--- src/core/pes_map.svh ---
// What this block does
// - Event 77H counts bus snoop responses
// - Snoop count filtered by type and agent
// - Bus events count whole core, ignore thread
// - Event 7AH counts clean snoop pin cycles
// - Event 7BH counts modified snoop pin cycles
// - Event 7DH counts cycles bus queue idle
// - Event 7EH counts snoop stall assertions
// - No snooped transaction starts during stall
// - Event 7FH counts cycles with I/O waiting
// - Event 80H/03H counts every instruction fetch of the owner thread, or of both threads when all_threads_qualifier is set
// - Event 80H/02H counts fetch misses, uncacheable too
// - One fetch miss counts exactly once
// - Event 82H/04H counts translation buffer flushes
// - Event 82H/02H counts translation buffer misses
`ifndef PES_MAP_SVH
`define PES_MAP_SVH

`define PES_CNT_W 40
`define PES_CNT_RST 40'h00_0000_0000
`define PES_CNT_ONE 40'h00_0000_0001

`define PES_EV_SNOOP_RESP 8'h77
`define PES_EV_CLEAN_DRV 8'h7A
`define PES_EV_MOD_DRV 8'h7B
`define PES_EV_QUEUE_IDLE 8'h7D
`define PES_EV_STALL 8'h7E
`define PES_EV_IO_WAIT 8'h7F
`define PES_EV_FETCH 8'h80
`define PES_EV_TLB 8'h82

`define PES_UM_FETCH_ALL 8'h03
`define PES_UM_FETCH_MISS 8'h02
`define PES_UM_TLB_FLUSH 8'h04
`define PES_UM_TLB_MISS 8'h02

// Snoop response unit mask fields
`define PES_UM_TYPE_LSB 0
`define PES_UM_TYPE_W 3
`define PES_UM_AGENT_LSB 4
`define PES_UM_AGENT_W 2

// Snoop response kinds on snoop_resp_kind
`define PES_RESP_CLEAN 2'h0
`define PES_RESP_HIT 2'h1
`define PES_RESP_MODIFIED_LINE_SNOOP_PIN 2'h2

`endif

--- src/core/pes_pkg.sv ---
`include "pes_map.svh"

package pes_pkg;

    typedef enum logic [3:0] {
        PES_SRC_NONE,
        PES_SRC_SNOOP_RESP,
        PES_SRC_CLEAN_DRV,
        PES_SRC_MOD_DRV,
        PES_SRC_QUEUE_IDLE,
        PES_SRC_STALL,
        PES_SRC_IO_WAIT,
        PES_SRC_FETCH,
        PES_SRC_FETCH_MISS,
        PES_SRC_TLB_FLUSH,
        PES_SRC_TLB_MISS
    } pes_src_type;

    typedef struct packed {
        logic [`PES_CNT_W-1:0] count;
        logic stall_prev;
        logic miss_prev;
    } pes_state_type;

    function automatic logic pes_rise(input logic now, input logic prev);
        return now & ~prev;
    endfunction : pes_rise

endpackage : pes_pkg

--- src/core/pes_sel_if.sv ---
`timescale 1ns/1ns

interface pes_sel_if;
    import pes_pkg::*;
    logic [7:0] event_num;
    logic [7:0] unit_mask;
    pes_src_type src;
    modport decoder (input event_num, input unit_mask, output src);
    modport counter (output event_num, output unit_mask, input src);
endinterface : pes_sel_if

--- src/core/pes_event_decode.sv ---
`timescale 1ns/1ns
`include "pes_map.svh"

module pes_event_decode
    import pes_pkg::*;
(
    pes_sel_if.decoder sel
);

    logic [`PES_UM_TYPE_W-1:0] type_bits;
    logic [`PES_UM_AGENT_W-1:0] agent_bits;

    assign type_bits = sel.unit_mask[`PES_UM_TYPE_LSB +: `PES_UM_TYPE_W];
    assign agent_bits = sel.unit_mask[`PES_UM_AGENT_LSB +: `PES_UM_AGENT_W];

    // Bus events other than 77H take their qualifiers from elsewhere; any mask accepted
    always_comb begin
        sel.src = PES_SRC_NONE;
        if (sel.event_num == `PES_EV_SNOOP_RESP) begin
            if (|type_bits && |agent_bits) begin
                sel.src = PES_SRC_SNOOP_RESP;
            end
        end else if (sel.event_num == `PES_EV_CLEAN_DRV) begin
            sel.src = PES_SRC_CLEAN_DRV;
        end else if (sel.event_num == `PES_EV_MOD_DRV) begin
            sel.src = PES_SRC_MOD_DRV;
        end else if (sel.event_num == `PES_EV_QUEUE_IDLE) begin
            sel.src = PES_SRC_QUEUE_IDLE;
        end else if (sel.event_num == `PES_EV_STALL) begin
            sel.src = PES_SRC_STALL;
        end else if (sel.event_num == `PES_EV_IO_WAIT) begin
            sel.src = PES_SRC_IO_WAIT;
        end else if (sel.event_num == `PES_EV_FETCH) begin
            if (sel.unit_mask == `PES_UM_FETCH_ALL) begin
                sel.src = PES_SRC_FETCH;
            end else if (sel.unit_mask == `PES_UM_FETCH_MISS) begin
                sel.src = PES_SRC_FETCH_MISS;
            end
        end else if (sel.event_num == `PES_EV_TLB) begin
            if (sel.unit_mask == `PES_UM_TLB_FLUSH) begin
                sel.src = PES_SRC_TLB_FLUSH;
            end else if (sel.unit_mask == `PES_UM_TLB_MISS) begin
                sel.src = PES_SRC_TLB_MISS;
            end
        end
    end

endmodule : pes_event_decode

--- src/core/pes_event_counter.sv ---
`timescale 1ns/1ns
`include "pes_map.svh"

module pes_event_counter
    import pes_pkg::*;
(
    // Clock and reset
    input wire logic clk,
    input wire logic rst_b,
    // Selection
    input wire logic [7:0] event_num,
    input wire logic [7:0] unit_mask,
    input wire logic all_threads_qualifier,
    input wire logic owner_thread,
    input wire logic count_clear,
    // Bus unit
    input wire logic bus_cycle_strobe,
    input wire logic snoop_resp_valid,
    input wire logic [1:0] snoop_resp_kind,
    input wire logic snoop_resp_other_agent,
    input wire logic clean_snoop_pin_drive,
    input wire logic modified_line_snoop_pin_drive,
    input wire logic bus_queue_pending,
    input wire logic snoop_stall,
    input wire logic io_req_waiting,
    // Bus request gate
    input wire logic bus_req_valid,
    input wire logic bus_req_needs_snoop,
    output logic bus_req_grant,
    // Fetch unit
    input wire logic fetch_valid,
    input wire logic fetch_thread,
    input wire logic fetch_miss_pending,
    input wire logic tlb_flush,
    input wire logic tlb_miss,
    // Result
    output logic [`PES_CNT_W-1:0] count
);

    pes_sel_if sel_if ();

    pes_state_type state_r;
    pes_state_type state_nxt;

    logic type_match;
    logic agent_match;
    logic snoop_hit;
    logic thread_ok;
    logic inc;

    assign sel_if.event_num = event_num;
    assign sel_if.unit_mask = unit_mask;

    pes_event_decode u_decode (
        .sel(sel_if.decoder)
    );

    always_comb begin
        type_match = 1'b0;
        if (snoop_resp_kind == `PES_RESP_CLEAN) begin
            type_match = unit_mask[`PES_UM_TYPE_LSB];
        end else if (snoop_resp_kind == `PES_RESP_HIT) begin
            type_match = unit_mask[`PES_UM_TYPE_LSB + 1];
        end else if (snoop_resp_kind == `PES_RESP_MODIFIED_LINE_SNOOP_PIN) begin
            type_match = unit_mask[`PES_UM_TYPE_LSB + 2];
        end
    end

    assign agent_match = snoop_resp_other_agent ?
        unit_mask[`PES_UM_AGENT_LSB + 1] : unit_mask[`PES_UM_AGENT_LSB];
    assign snoop_hit = snoop_resp_valid & type_match & agent_match;

    // Fetch events are per thread; bus events never look at this
    assign thread_ok = all_threads_qualifier | (fetch_thread == owner_thread);

    always_comb begin
        inc = 1'b0;
        case (sel_if.src)
            PES_SRC_SNOOP_RESP: begin
                inc = snoop_hit;
            end
            PES_SRC_CLEAN_DRV: begin
                inc = bus_cycle_strobe & clean_snoop_pin_drive;
            end
            PES_SRC_MOD_DRV: begin
                inc = bus_cycle_strobe & modified_line_snoop_pin_drive;
            end
            PES_SRC_QUEUE_IDLE: begin
                inc = ~bus_queue_pending;
            end
            PES_SRC_STALL: begin
                inc = pes_rise(snoop_stall, state_r.stall_prev);
            end
            PES_SRC_IO_WAIT: begin
                inc = io_req_waiting;
            end
            PES_SRC_FETCH: begin
                inc = fetch_valid & thread_ok;
            end
            PES_SRC_FETCH_MISS: begin
                // Uncacheable fetches raise the pending level too
                inc = pes_rise(fetch_miss_pending, state_r.miss_prev)
                    & thread_ok;
            end
            PES_SRC_TLB_FLUSH: begin
                inc = tlb_flush & thread_ok;
            end
            PES_SRC_TLB_MISS: begin
                inc = tlb_miss & thread_ok;
            end
            default: begin
                inc = 1'b0;
            end
        endcase
    end

    always_comb begin
        state_nxt = state_r;
        state_nxt.stall_prev = snoop_stall;
        state_nxt.miss_prev = fetch_miss_pending;
        // An event in the clear cycle survives as the first count
        if (count_clear) begin
            state_nxt.count = inc ? `PES_CNT_ONE : `PES_CNT_RST;
        end else if (inc) begin
            state_nxt.count = state_r.count + `PES_CNT_ONE;
        end
    end

    always_ff @(posedge clk or negedge rst_b) begin
        if (!rst_b) begin
            state_r <= '0;
        end else begin
            state_r <= state_nxt;
        end
    end

    assign count = state_r.count;
    // Snooped requests held back while stall is up
    assign bus_req_grant = bus_req_valid
        & ~(snoop_stall & bus_req_needs_snoop);

    a_snoop_counts: assert property (
        @(posedge clk) disable iff (!rst_b)
        (event_num == `PES_EV_SNOOP_RESP && snoop_resp_valid
            && snoop_resp_kind <= `PES_RESP_MODIFIED_LINE_SNOOP_PIN && !count_clear
            && unit_mask[`PES_UM_TYPE_LSB + snoop_resp_kind]
            && unit_mask[`PES_UM_AGENT_LSB + snoop_resp_other_agent])
        |=> count == $past(count) + `PES_CNT_ONE
    ) else $error("snoop response not counted");

    a_snoop_filter: assert property (
        @(posedge clk) disable iff (!rst_b)
        (event_num == `PES_EV_SNOOP_RESP && snoop_resp_valid && !count_clear
            && !unit_mask[`PES_UM_TYPE_LSB + snoop_resp_kind])
        |=> $stable(count)
    ) else $error("filtered snoop response counted");

    a_bus_whole_core: assert property (
        @(posedge clk) disable iff (!rst_b)
        (event_num == `PES_EV_QUEUE_IDLE && !bus_queue_pending
            && !all_threads_qualifier && fetch_thread != owner_thread
            && !count_clear)
        |=> count == $past(count) + `PES_CNT_ONE
    ) else $error("bus event filtered by thread");

    a_clean_drive: assert property (
        @(posedge clk) disable iff (!rst_b)
        (event_num == `PES_EV_CLEAN_DRV && !count_clear)
        |=> count == $past(count)
            + ($past(bus_cycle_strobe) & $past(clean_snoop_pin_drive))
    ) else $error("clean pin drive miscounted");

    a_mod_drive: assert property (
        @(posedge clk) disable iff (!rst_b)
        (event_num == `PES_EV_MOD_DRV && !bus_cycle_strobe && !count_clear)
        |=> $stable(count)
    ) else $error("modified pin counted off bus cycle");

    a_queue_busy: assert property (
        @(posedge clk) disable iff (!rst_b)
        (event_num == `PES_EV_QUEUE_IDLE && bus_queue_pending
            && !count_clear) [*2]
        |=> $stable(count)
    ) else $error("busy queue counted as idle");

    a_stall_once: assert property (
        @(posedge clk) disable iff (!rst_b)
        (event_num == `PES_EV_STALL && !count_clear && !snoop_stall)
        ##1 (event_num == `PES_EV_STALL && !count_clear && snoop_stall) [*3]
        |=> count == $past(count, 3) + `PES_CNT_ONE
    ) else $error("stall assertion miscounted");

    a_stall_gate: assert property (
        @(posedge clk) disable iff (!rst_b)
        (snoop_stall && bus_req_needs_snoop) |-> !bus_req_grant
    ) else $error("snooped request granted during stall");

    a_io_wait: assert property (
        @(posedge clk) disable iff (!rst_b)
        (event_num == `PES_EV_IO_WAIT && io_req_waiting && !count_clear)
        |=> count == $past(count) + `PES_CNT_ONE
    ) else $error("io wait cycle not counted");

    a_fetch_all: assert property (
        @(posedge clk) disable iff (!rst_b)
        (event_num == `PES_EV_FETCH && unit_mask == `PES_UM_FETCH_ALL
            && fetch_valid && all_threads_qualifier && !count_clear)
        |=> count == $past(count) + `PES_CNT_ONE
    ) else $error("fetch not counted");

    a_miss_once: assert property (
        @(posedge clk) disable iff (!rst_b)
        (event_num == `PES_EV_FETCH && unit_mask == `PES_UM_FETCH_MISS
            && fetch_miss_pending && !count_clear) [*2]
        |=> $stable(count)
    ) else $error("outstanding miss counted twice");

    a_tlb_flush: assert property (
        @(posedge clk) disable iff (!rst_b)
        (event_num == `PES_EV_TLB && unit_mask == `PES_UM_TLB_FLUSH
            && tlb_flush && !count_clear
            && (all_threads_qualifier || fetch_thread == owner_thread))
        |=> count == $past(count) + `PES_CNT_ONE
    ) else $error("translation flush not counted");

    a_tlb_miss: assert property (
        @(posedge clk) disable iff (!rst_b)
        (event_num == `PES_EV_TLB && unit_mask == `PES_UM_TLB_MISS
            && tlb_miss && !count_clear
            && (all_threads_qualifier || fetch_thread == owner_thread))
        |=> count == $past(count) + `PES_CNT_ONE
    ) else $error("translation miss not counted");

    a_bad_select: assert property (
        @(posedge clk) disable iff (!rst_b)
        (sel_if.src == PES_SRC_NONE && !count_clear) |=> $stable(count)
    ) else $error("unimplemented selection counted");

    a_snoop_agent: assert property (
        @(posedge clk) disable iff (!rst_b)
        (event_num == `PES_EV_SNOOP_RESP && snoop_resp_valid && !count_clear
            && !unit_mask[`PES_UM_AGENT_LSB + snoop_resp_other_agent])
        |=> $stable(count)
    ) else $error("snoop from unselected agent counted");

    a_mod_counts: assert property (
        @(posedge clk) disable iff (!rst_b)
        (event_num == `PES_EV_MOD_DRV && bus_cycle_strobe
            && modified_line_snoop_pin_drive && !count_clear)
        |=> count == $past(count) + `PES_CNT_ONE
    ) else $error("modified pin drive not counted");

    a_idle_counts: assert property (
        @(posedge clk) disable iff (!rst_b)
        (event_num == `PES_EV_QUEUE_IDLE && !bus_queue_pending
            && !count_clear)
        |=> count == $past(count) + `PES_CNT_ONE
    ) else $error("idle queue cycle not counted");

    a_stall_held: assert property (
        @(posedge clk) disable iff (!rst_b)
        (event_num == `PES_EV_STALL && snoop_stall && !count_clear) [*2]
        |=> $stable(count)
    ) else $error("held stall counted again");

    a_grant_free: assert property (
        @(posedge clk) disable iff (!rst_b)
        (bus_req_valid && !(snoop_stall && bus_req_needs_snoop))
        |-> bus_req_grant
    ) else $error("allowed request not granted");

    a_io_idle: assert property (
        @(posedge clk) disable iff (!rst_b)
        (event_num == `PES_EV_IO_WAIT && !io_req_waiting && !count_clear)
        |=> $stable(count)
    ) else $error("io count without waiting request");

    a_fetch_thread: assert property (
        @(posedge clk) disable iff (!rst_b)
        (event_num == `PES_EV_FETCH && unit_mask == `PES_UM_FETCH_ALL
            && !all_threads_qualifier && fetch_thread != owner_thread
            && !count_clear)
        |=> $stable(count)
    ) else $error("fetch of other thread counted");

    a_miss_rise: assert property (
        @(posedge clk) disable iff (!rst_b)
        (event_num == `PES_EV_FETCH && unit_mask == `PES_UM_FETCH_MISS
            && !fetch_miss_pending)
        ##1 (event_num == `PES_EV_FETCH && unit_mask == `PES_UM_FETCH_MISS
            && fetch_miss_pending && all_threads_qualifier && !count_clear)
        |=> count == $past(count) + `PES_CNT_ONE
    ) else $error("new fetch miss not counted");

    a_fetch_bad_mask: assert property (
        @(posedge clk) disable iff (!rst_b)
        (event_num == `PES_EV_FETCH && unit_mask != `PES_UM_FETCH_ALL
            && unit_mask != `PES_UM_FETCH_MISS && !count_clear)
        |=> $stable(count)
    ) else $error("fetch event counted under bad mask");

    a_tlb_bad_mask: assert property (
        @(posedge clk) disable iff (!rst_b)
        (event_num == `PES_EV_TLB && unit_mask != `PES_UM_TLB_FLUSH
            && unit_mask != `PES_UM_TLB_MISS && !count_clear)
        |=> $stable(count)
    ) else $error("translation event counted under bad mask");

endmodule : pes_event_counter

--- config.mk ---
export PLATFORM = sky130hd
export DESIGN_NAME = pes_event_counter
export DESIGN_NICKNAME = d
export VERILOG_FILES = /design/src/core/pes_pkg.sv /design/src/core/pes_sel_if.sv /design/src/core/pes_event_decode.sv /design/src/core/pes_event_counter.sv
export VERILOG_INCLUDE_DIRS = /design/src /design/src/core
export SDC_FILE = /design/constraint.sdc
export NUM_CORES = 1
export LEC_CHECK = 0
export ABC_AREA = 1
export BUFFER_PORTS_ARGS = -buffer_cell sky130_fd_sc_hd__buf_2
export CAP_MARGIN = 20
export CORE_UTILIZATION = 40
export CTS_CLUSTER_DIAMETER = 80
export CTS_CLUSTER_SIZE = 10
export DETAILED_ROUTE_END_ITERATION = 8
export SLEW_MARGIN = 40
export SYNTH_ARGS = -nofsm -noshare
export SYNTH_HDL_FRONTEND = slang
export SYNTH_SLANG_ARGS = --single-unit
--- constraint.sdc ---
create_clock -name clk -period 2.6 [get_ports clk]
set_input_delay 0.52 -clock clk [delete_from_list [all_inputs] [get_ports clk]]
set_output_delay 0.52 -clock clk [all_outputs]
set_load 0.01 [all_outputs]
; After elaboration in Yosys (flattened, before gate mapping)
; Cells that the tools add are included.
[word_totals]
output_inout_bits = 41
regBits = 42
word_cells = 71
in_bits = 38
[op_classes]
add_sub_neg = 1
eq_ne = 24
muxes = 21
n_bitwise = 17
n_reduce_logical = 5
[op_table]
columns = op, count
row1 = $mux 40, 2
row2 = $eq 8x7->1 const B, 6
row3 = $mux 4, 12
row4 = $add 40x1->40 const B, 1
row5 = $eq 4x3->1 const B, 4
row6 = $eq 8x2->1 const B, 2
row7 = $eq 8x8->1 const B, 2
row8 = $and 1x1->1, 12
row9 = $eq 4x4->1 const B, 3
row10 = $pmux 1 s10, 1
row11 = $eq 4x2->1 const B, 2
row12 = $eq 8x3->1 const B, 1
row13 = $mux 1, 6
row14 = $eq 4x1->1 const B, 1
row15 = $not 1->1, 4
row16 = $reduce_or 3->1, 1
row17 = $eq 2x1->1 const B, 1
row18 = $eq 2x2->1 const B, 1
row19 = $logic_not 2->1, 1
row20 = $reduce_bool 2->1, 1
row21 = $reduce_or 2->1, 1
row22 = $eq 1x1->1, 1
row23 = $logic_and 1x1->1, 1
row24 = $or 1x1->1, 1

; Longest topological paths before layout
[logic_depth]
ltp_word = 15
ltp_mapped = 17
mapped_depth_nobuf = 16

; Modules after synthesis
; Synthesis repeated with hierarchy kept, for this count alone.
[hier_totals]
cells_unflattened = 634
hier_area_um2 = 3849.9
[by_module_without_submodules]
columns = mod, cells_per_inst, n_inst, seq_area_each_um2, area_per_inst_um2
row1 = pes_event_counter, 573, 1, 1051.0, 3559.7
row2 = pes_event_decode, 61, 1, 0.0, 290.3

; Worst setup path after synthesis
; No wires, ideal clock.
[synth_path]
path_type = input to register
from = in event_num[7]
to = reg state_r, in the netlist count[16]
slack_ps = 661
setup_ps = 66
n_path_buf = 1
cell_stages = 14
arrival_ps = 1873
required_time_ps = 2534
path_cell_list = inv_1 > nand4_1 > nor2_1 > nand4_1 > inv_1 > nor2_1 > nand3_1 > nand3_1 > nor2_2 > nor2_2 > nor2_4 > buf_6 > nand3_1 > nand2_1
[synth_between]
elab_chain_len = 12
word_cells_on_any_way = 28
classes_between = eq/ne (18) / mux (9) / reduce/logical (1)
[synth_rtl]
columns = element, line
row1 = "start, declared", pes_event_counter.sv:11  ; input wire logic [7:0] event_num,
row2 = $eq 8x8->1 (no source line), -
row3 = $mux 4, pes_event_decode.sv:39  ; end else if (sel.event_num == `PES_EV_TLB) begin
row4 = $mux 4, pes_event_decode.sv:33  ; end else if (sel.event_num == `PES_EV_FETCH) begin
row5 = $mux 4, pes_event_decode.sv:31  ; end else if (sel.event_num == `PES_EV_IO_WAIT) begin
row6 = $mux 4, pes_event_decode.sv:29  ; end else if (sel.event_num == `PES_EV_STALL) begin
row7 = $mux 4, pes_event_decode.sv:27  ; end else if (sel.event_num == `PES_EV_QUEUE_IDLE) begin
row8 = $mux 4, pes_event_decode.sv:25  ; end else if (sel.event_num == `PES_EV_MOD_DRV) begin
row9 = $mux 4, pes_event_decode.sv:23  ; end else if (sel.event_num == `PES_EV_CLEAN_DRV) begin
row10 = $mux 4 *, pes_event_decode.sv:19  ; if (sel.event_num == `PES_EV_SNOOP_RESP) begin
row11 = $eq 4x4->1 (tied with other cells), pes_event_counter.sv:78  ; case (sel_if.src)
row12 = $pmux 1 s10 *, pes_event_counter.sv:78
row13 = $reduce_bool 2->1 (no source line) *, -
row14 = "end signal, assigned", pes_event_counter.sv:133  ; state_r <= state_nxt;
row15 = "end, declared", pes_event_counter.sv:42  ; pes_state_type state_r;
; Mark *: on every way between the ends. The rest lies on a longest branch, timed or not.
; A chain may end at the register's enable or synchronous reset.

; Worst setup path after layout
[layout_path]
from = reg state_r, in the netlist count[0]
to = reg state_r, in the netlist count[24]
[layout_between]
elab_chain_len = 3
[layout_rtl]
columns = element, line
row1 = $add 40x1->40 (no source line), -
row2 = $mux 40, pes_event_counter.sv:124  ; end else if (inc) begin
row3 = $mux 40, pes_event_counter.sv:122  ; if (count_clear) begin
; Every way passes these cells. The select of a mux whose other input is x is not followed.

==> impl_metrics.ini <==
[route]
met3_length_um = 372
wl_met1_um = 4530
drc_errors = 0
via_per_inst = 4.99
wl_per_cell_um = 13.0
ant_nets = 0
drtIter0Drc = 176
routed_wl_um = 9340
routed.top_layer = met4
vias = 3582
first_pass_iters = 5
wl_met2_um = 4330

[timing]
fmax_mhz = 475
post-route-period-util_pct = 80.9
layout_min_cycle_time_ns = 2.10
clock_skew_ns = 0.00729
rsz0062_at_grt = no
finalHoldViolCount = 0
finalSetupViolCount = 0
tns_ns = 0
setup_ws_ns = 0.496
finalMaxSlewViolations = 0
worst_pin_slew_ns = 0.551
slew_headroom_pct = 63.2

[place]
dp_slack_ns = 0.227
hpwl_um = 7490
port_buffers = 78
routabilityCongestion = 0.907

[yosys]
yosys_warnings = 0
syn_avg_cell_area_um2 = 6.63
netlist_instances = 572
ys_types = 33
synth_seq_area_share_pct = 27.7
synth-seq-cells = 42
synth_fp_nets = 611
syn_area_um2 = 3790

[outcome]
status = completed

[cts]
post-cts-setup-buffer-count = 0
cts-htree-levels = 2
cts_made_buffers = 5
insertion_delay_ns = 0.30
cts_buffer_depth = 2
ctsResizeCount = 0
holdBufCountCts = 0
path_clk_slew_ns = 0.08
cts_root_buffer = clkbuf_8
cts_tree = built
clock-sinks = 42

[hold_path]
hold_path_class = input pin to async pin

[power_and_ir_drop]
p_leak_uw = 0.00227
intPower_uw = 873
seqPwrFrac_pct = 55.7
power_density_nw_per_um2 = 290
clkPwrFrac_pct = 35.0
combPwrFrac_pct = 9.3
ir_worst_vdd_uv = 176
switchingPower_uw = 303
switching_share_pct = 25.8

[floorplanning]
dieHeight_um = 99.4
core_area_um2 = 9200
dieArea_um2 = 9880
start_util_pct = 41.3
die_w_um = 99.4
rows = 35
ioPinCount = 79

[layout]
multi_input_area_um2 = 2040
final_common_cell = nand2_1
n_antenna_cell = 0
area_delta_synth_final_pct = 6.82
final_cell_mix = nand2_1, nand3_1, buf_2, inv_1, nor2_1
nFillCells = 1009
layout-drive-gt1-share_pct = 20.3
nets = 646
area.sequential_um2 = 1050

[setup_path]
crit_path_max_fanout = 5
setup.worst_path.class = flop to flop
reg2reg_slack_ns = 0.50
crit_required_ns = 2.80
start_kind = flop
r2r-end = count[24]
r2r-start = count[0]
cp-end-kind = flop
reg2reg_depth = 13
cp.arrival_ns = 2.30

[grt]
grt.overflow.total = 0
grt_usage_pct = 19.8
grt_pass1_wl_um = 15700
grt_pass1_vias = 3364
grt_max_degree = 43
grt_antenna_before_repair = 0

[run]
cap_violations = 0
-- kinds of logic (layout without fill, tap and decap cells) --
group	count (synthesis)	after routing	synth area share [%]
XOR/XNOR	39	39	9.00
AO/OA/AOI/OAI	10	10	1.55
buffers and inverters	138	173	18.7
flip-flops	42	42	27.7
AND/OR/NAND/NOR	342	342	42.8
adder cells (fa/ha/maj)	1	1	0.330
-- synth_stat cells (all sizes together) --
library cell  instances  area (µm²)
nand2               127         489
nand3               107         571
inv                  80         300
nor2                 68         298
buf                  50         378
dfrtp                42        1050
xor2                 25         219
nor3                 17         106
nor4                 14         100
xnor2                14         123
clkbuf                7        26.3
nand4                 7        43.8
o21ai                 5        25.0
a211oi                1        7.51
a21boi                1        7.51
a21oi                 1        5.00
a31oi                 1        6.26
clkinv                1        3.75
ha                    1        12.5
nand3b                1        7.51
nor3b                 1        7.51
o211ai                1        7.51
-- power groups by stage --
stage	registers (µW)	clock network, µW	logic (µW)
5_1_grt	655	457	125
2_1_floorplan	668	0	54.5
3_5_place_dp	668	0	111
4_1_cts	655	423	112
3_3_place_gp	668	0	108
6_report	655	411	109
-- critical path: stages, from the launching register on --
cell and delay [ns]:
dfrtp_1 0.41, ha_1 0.24, nand2_1 0.11, nor2_4 0.11, inv_2 0.06, nor2_4 0.14, inv_2 0.06, nor2_1 0.14
inv_1 0.12, nor3_1 0.27, xor2_1 0.17, inv_1 0.05, nand3_1 0.07, nand2_1 0.05
-- state kept, by name (all words and copies together) (netlist names) --
register,cells
count,40
state_r,2
-- cell type report --
cell class,count,share of cell area [%]
sequential,42,25.9
clock buffer,5,1.70
multi-input combinational,392,50.2
tap,111,3.43
clock inverter,2,0.247
timing repair buffer,85,11.0
inverter,81,7.50
-- routing by layer --
layer / up-vias / track usage (%)
li1: 1851 / -
met1: 1632 / 26.3
met2: 92 / 34.0
met3: 7 / 2.95
met4: 0 / 4.75
met5: - / 0
-- stage by stage --
step / std cells / total power [µW] / hold slack, ns / area, µm² / utilization (%)
after global placement: 711 / 777 / 0.533 / 3970 / 43.2
after global routing: 718 / 1240 / 0.249 / 4050 / 44.1
after CTS: 718 / 1190 / 0.227 / 4050 / 44.1
final: 718 / 1180 / 0.196 / 4050 / 44.1
after floorplan: 572 / 723 / 0.224 / 3790 / -
after detailed placement: 711 / 779 / 0.538 / 3980 / 43.2
-- worst max-delay path by stage --
stage	startpoint	end	slack (ns)	depth (start not counted)
6_report	count[0]	count[24]	0.50	13
5_1_grt	count[0]	count[24]	0.19	13
4_1_cts	count[0]	count[24]	0.51	13
3_5_place_dp	unit_mask[5]	count[20]	0.23	15
3_3_place_gp	unit_mask[5]	count[39]	0.28	15
2_1_floorplan	event_num[7]	count[16]	0.66	14
Note: power is estimated with default switching activity, not from simulation.
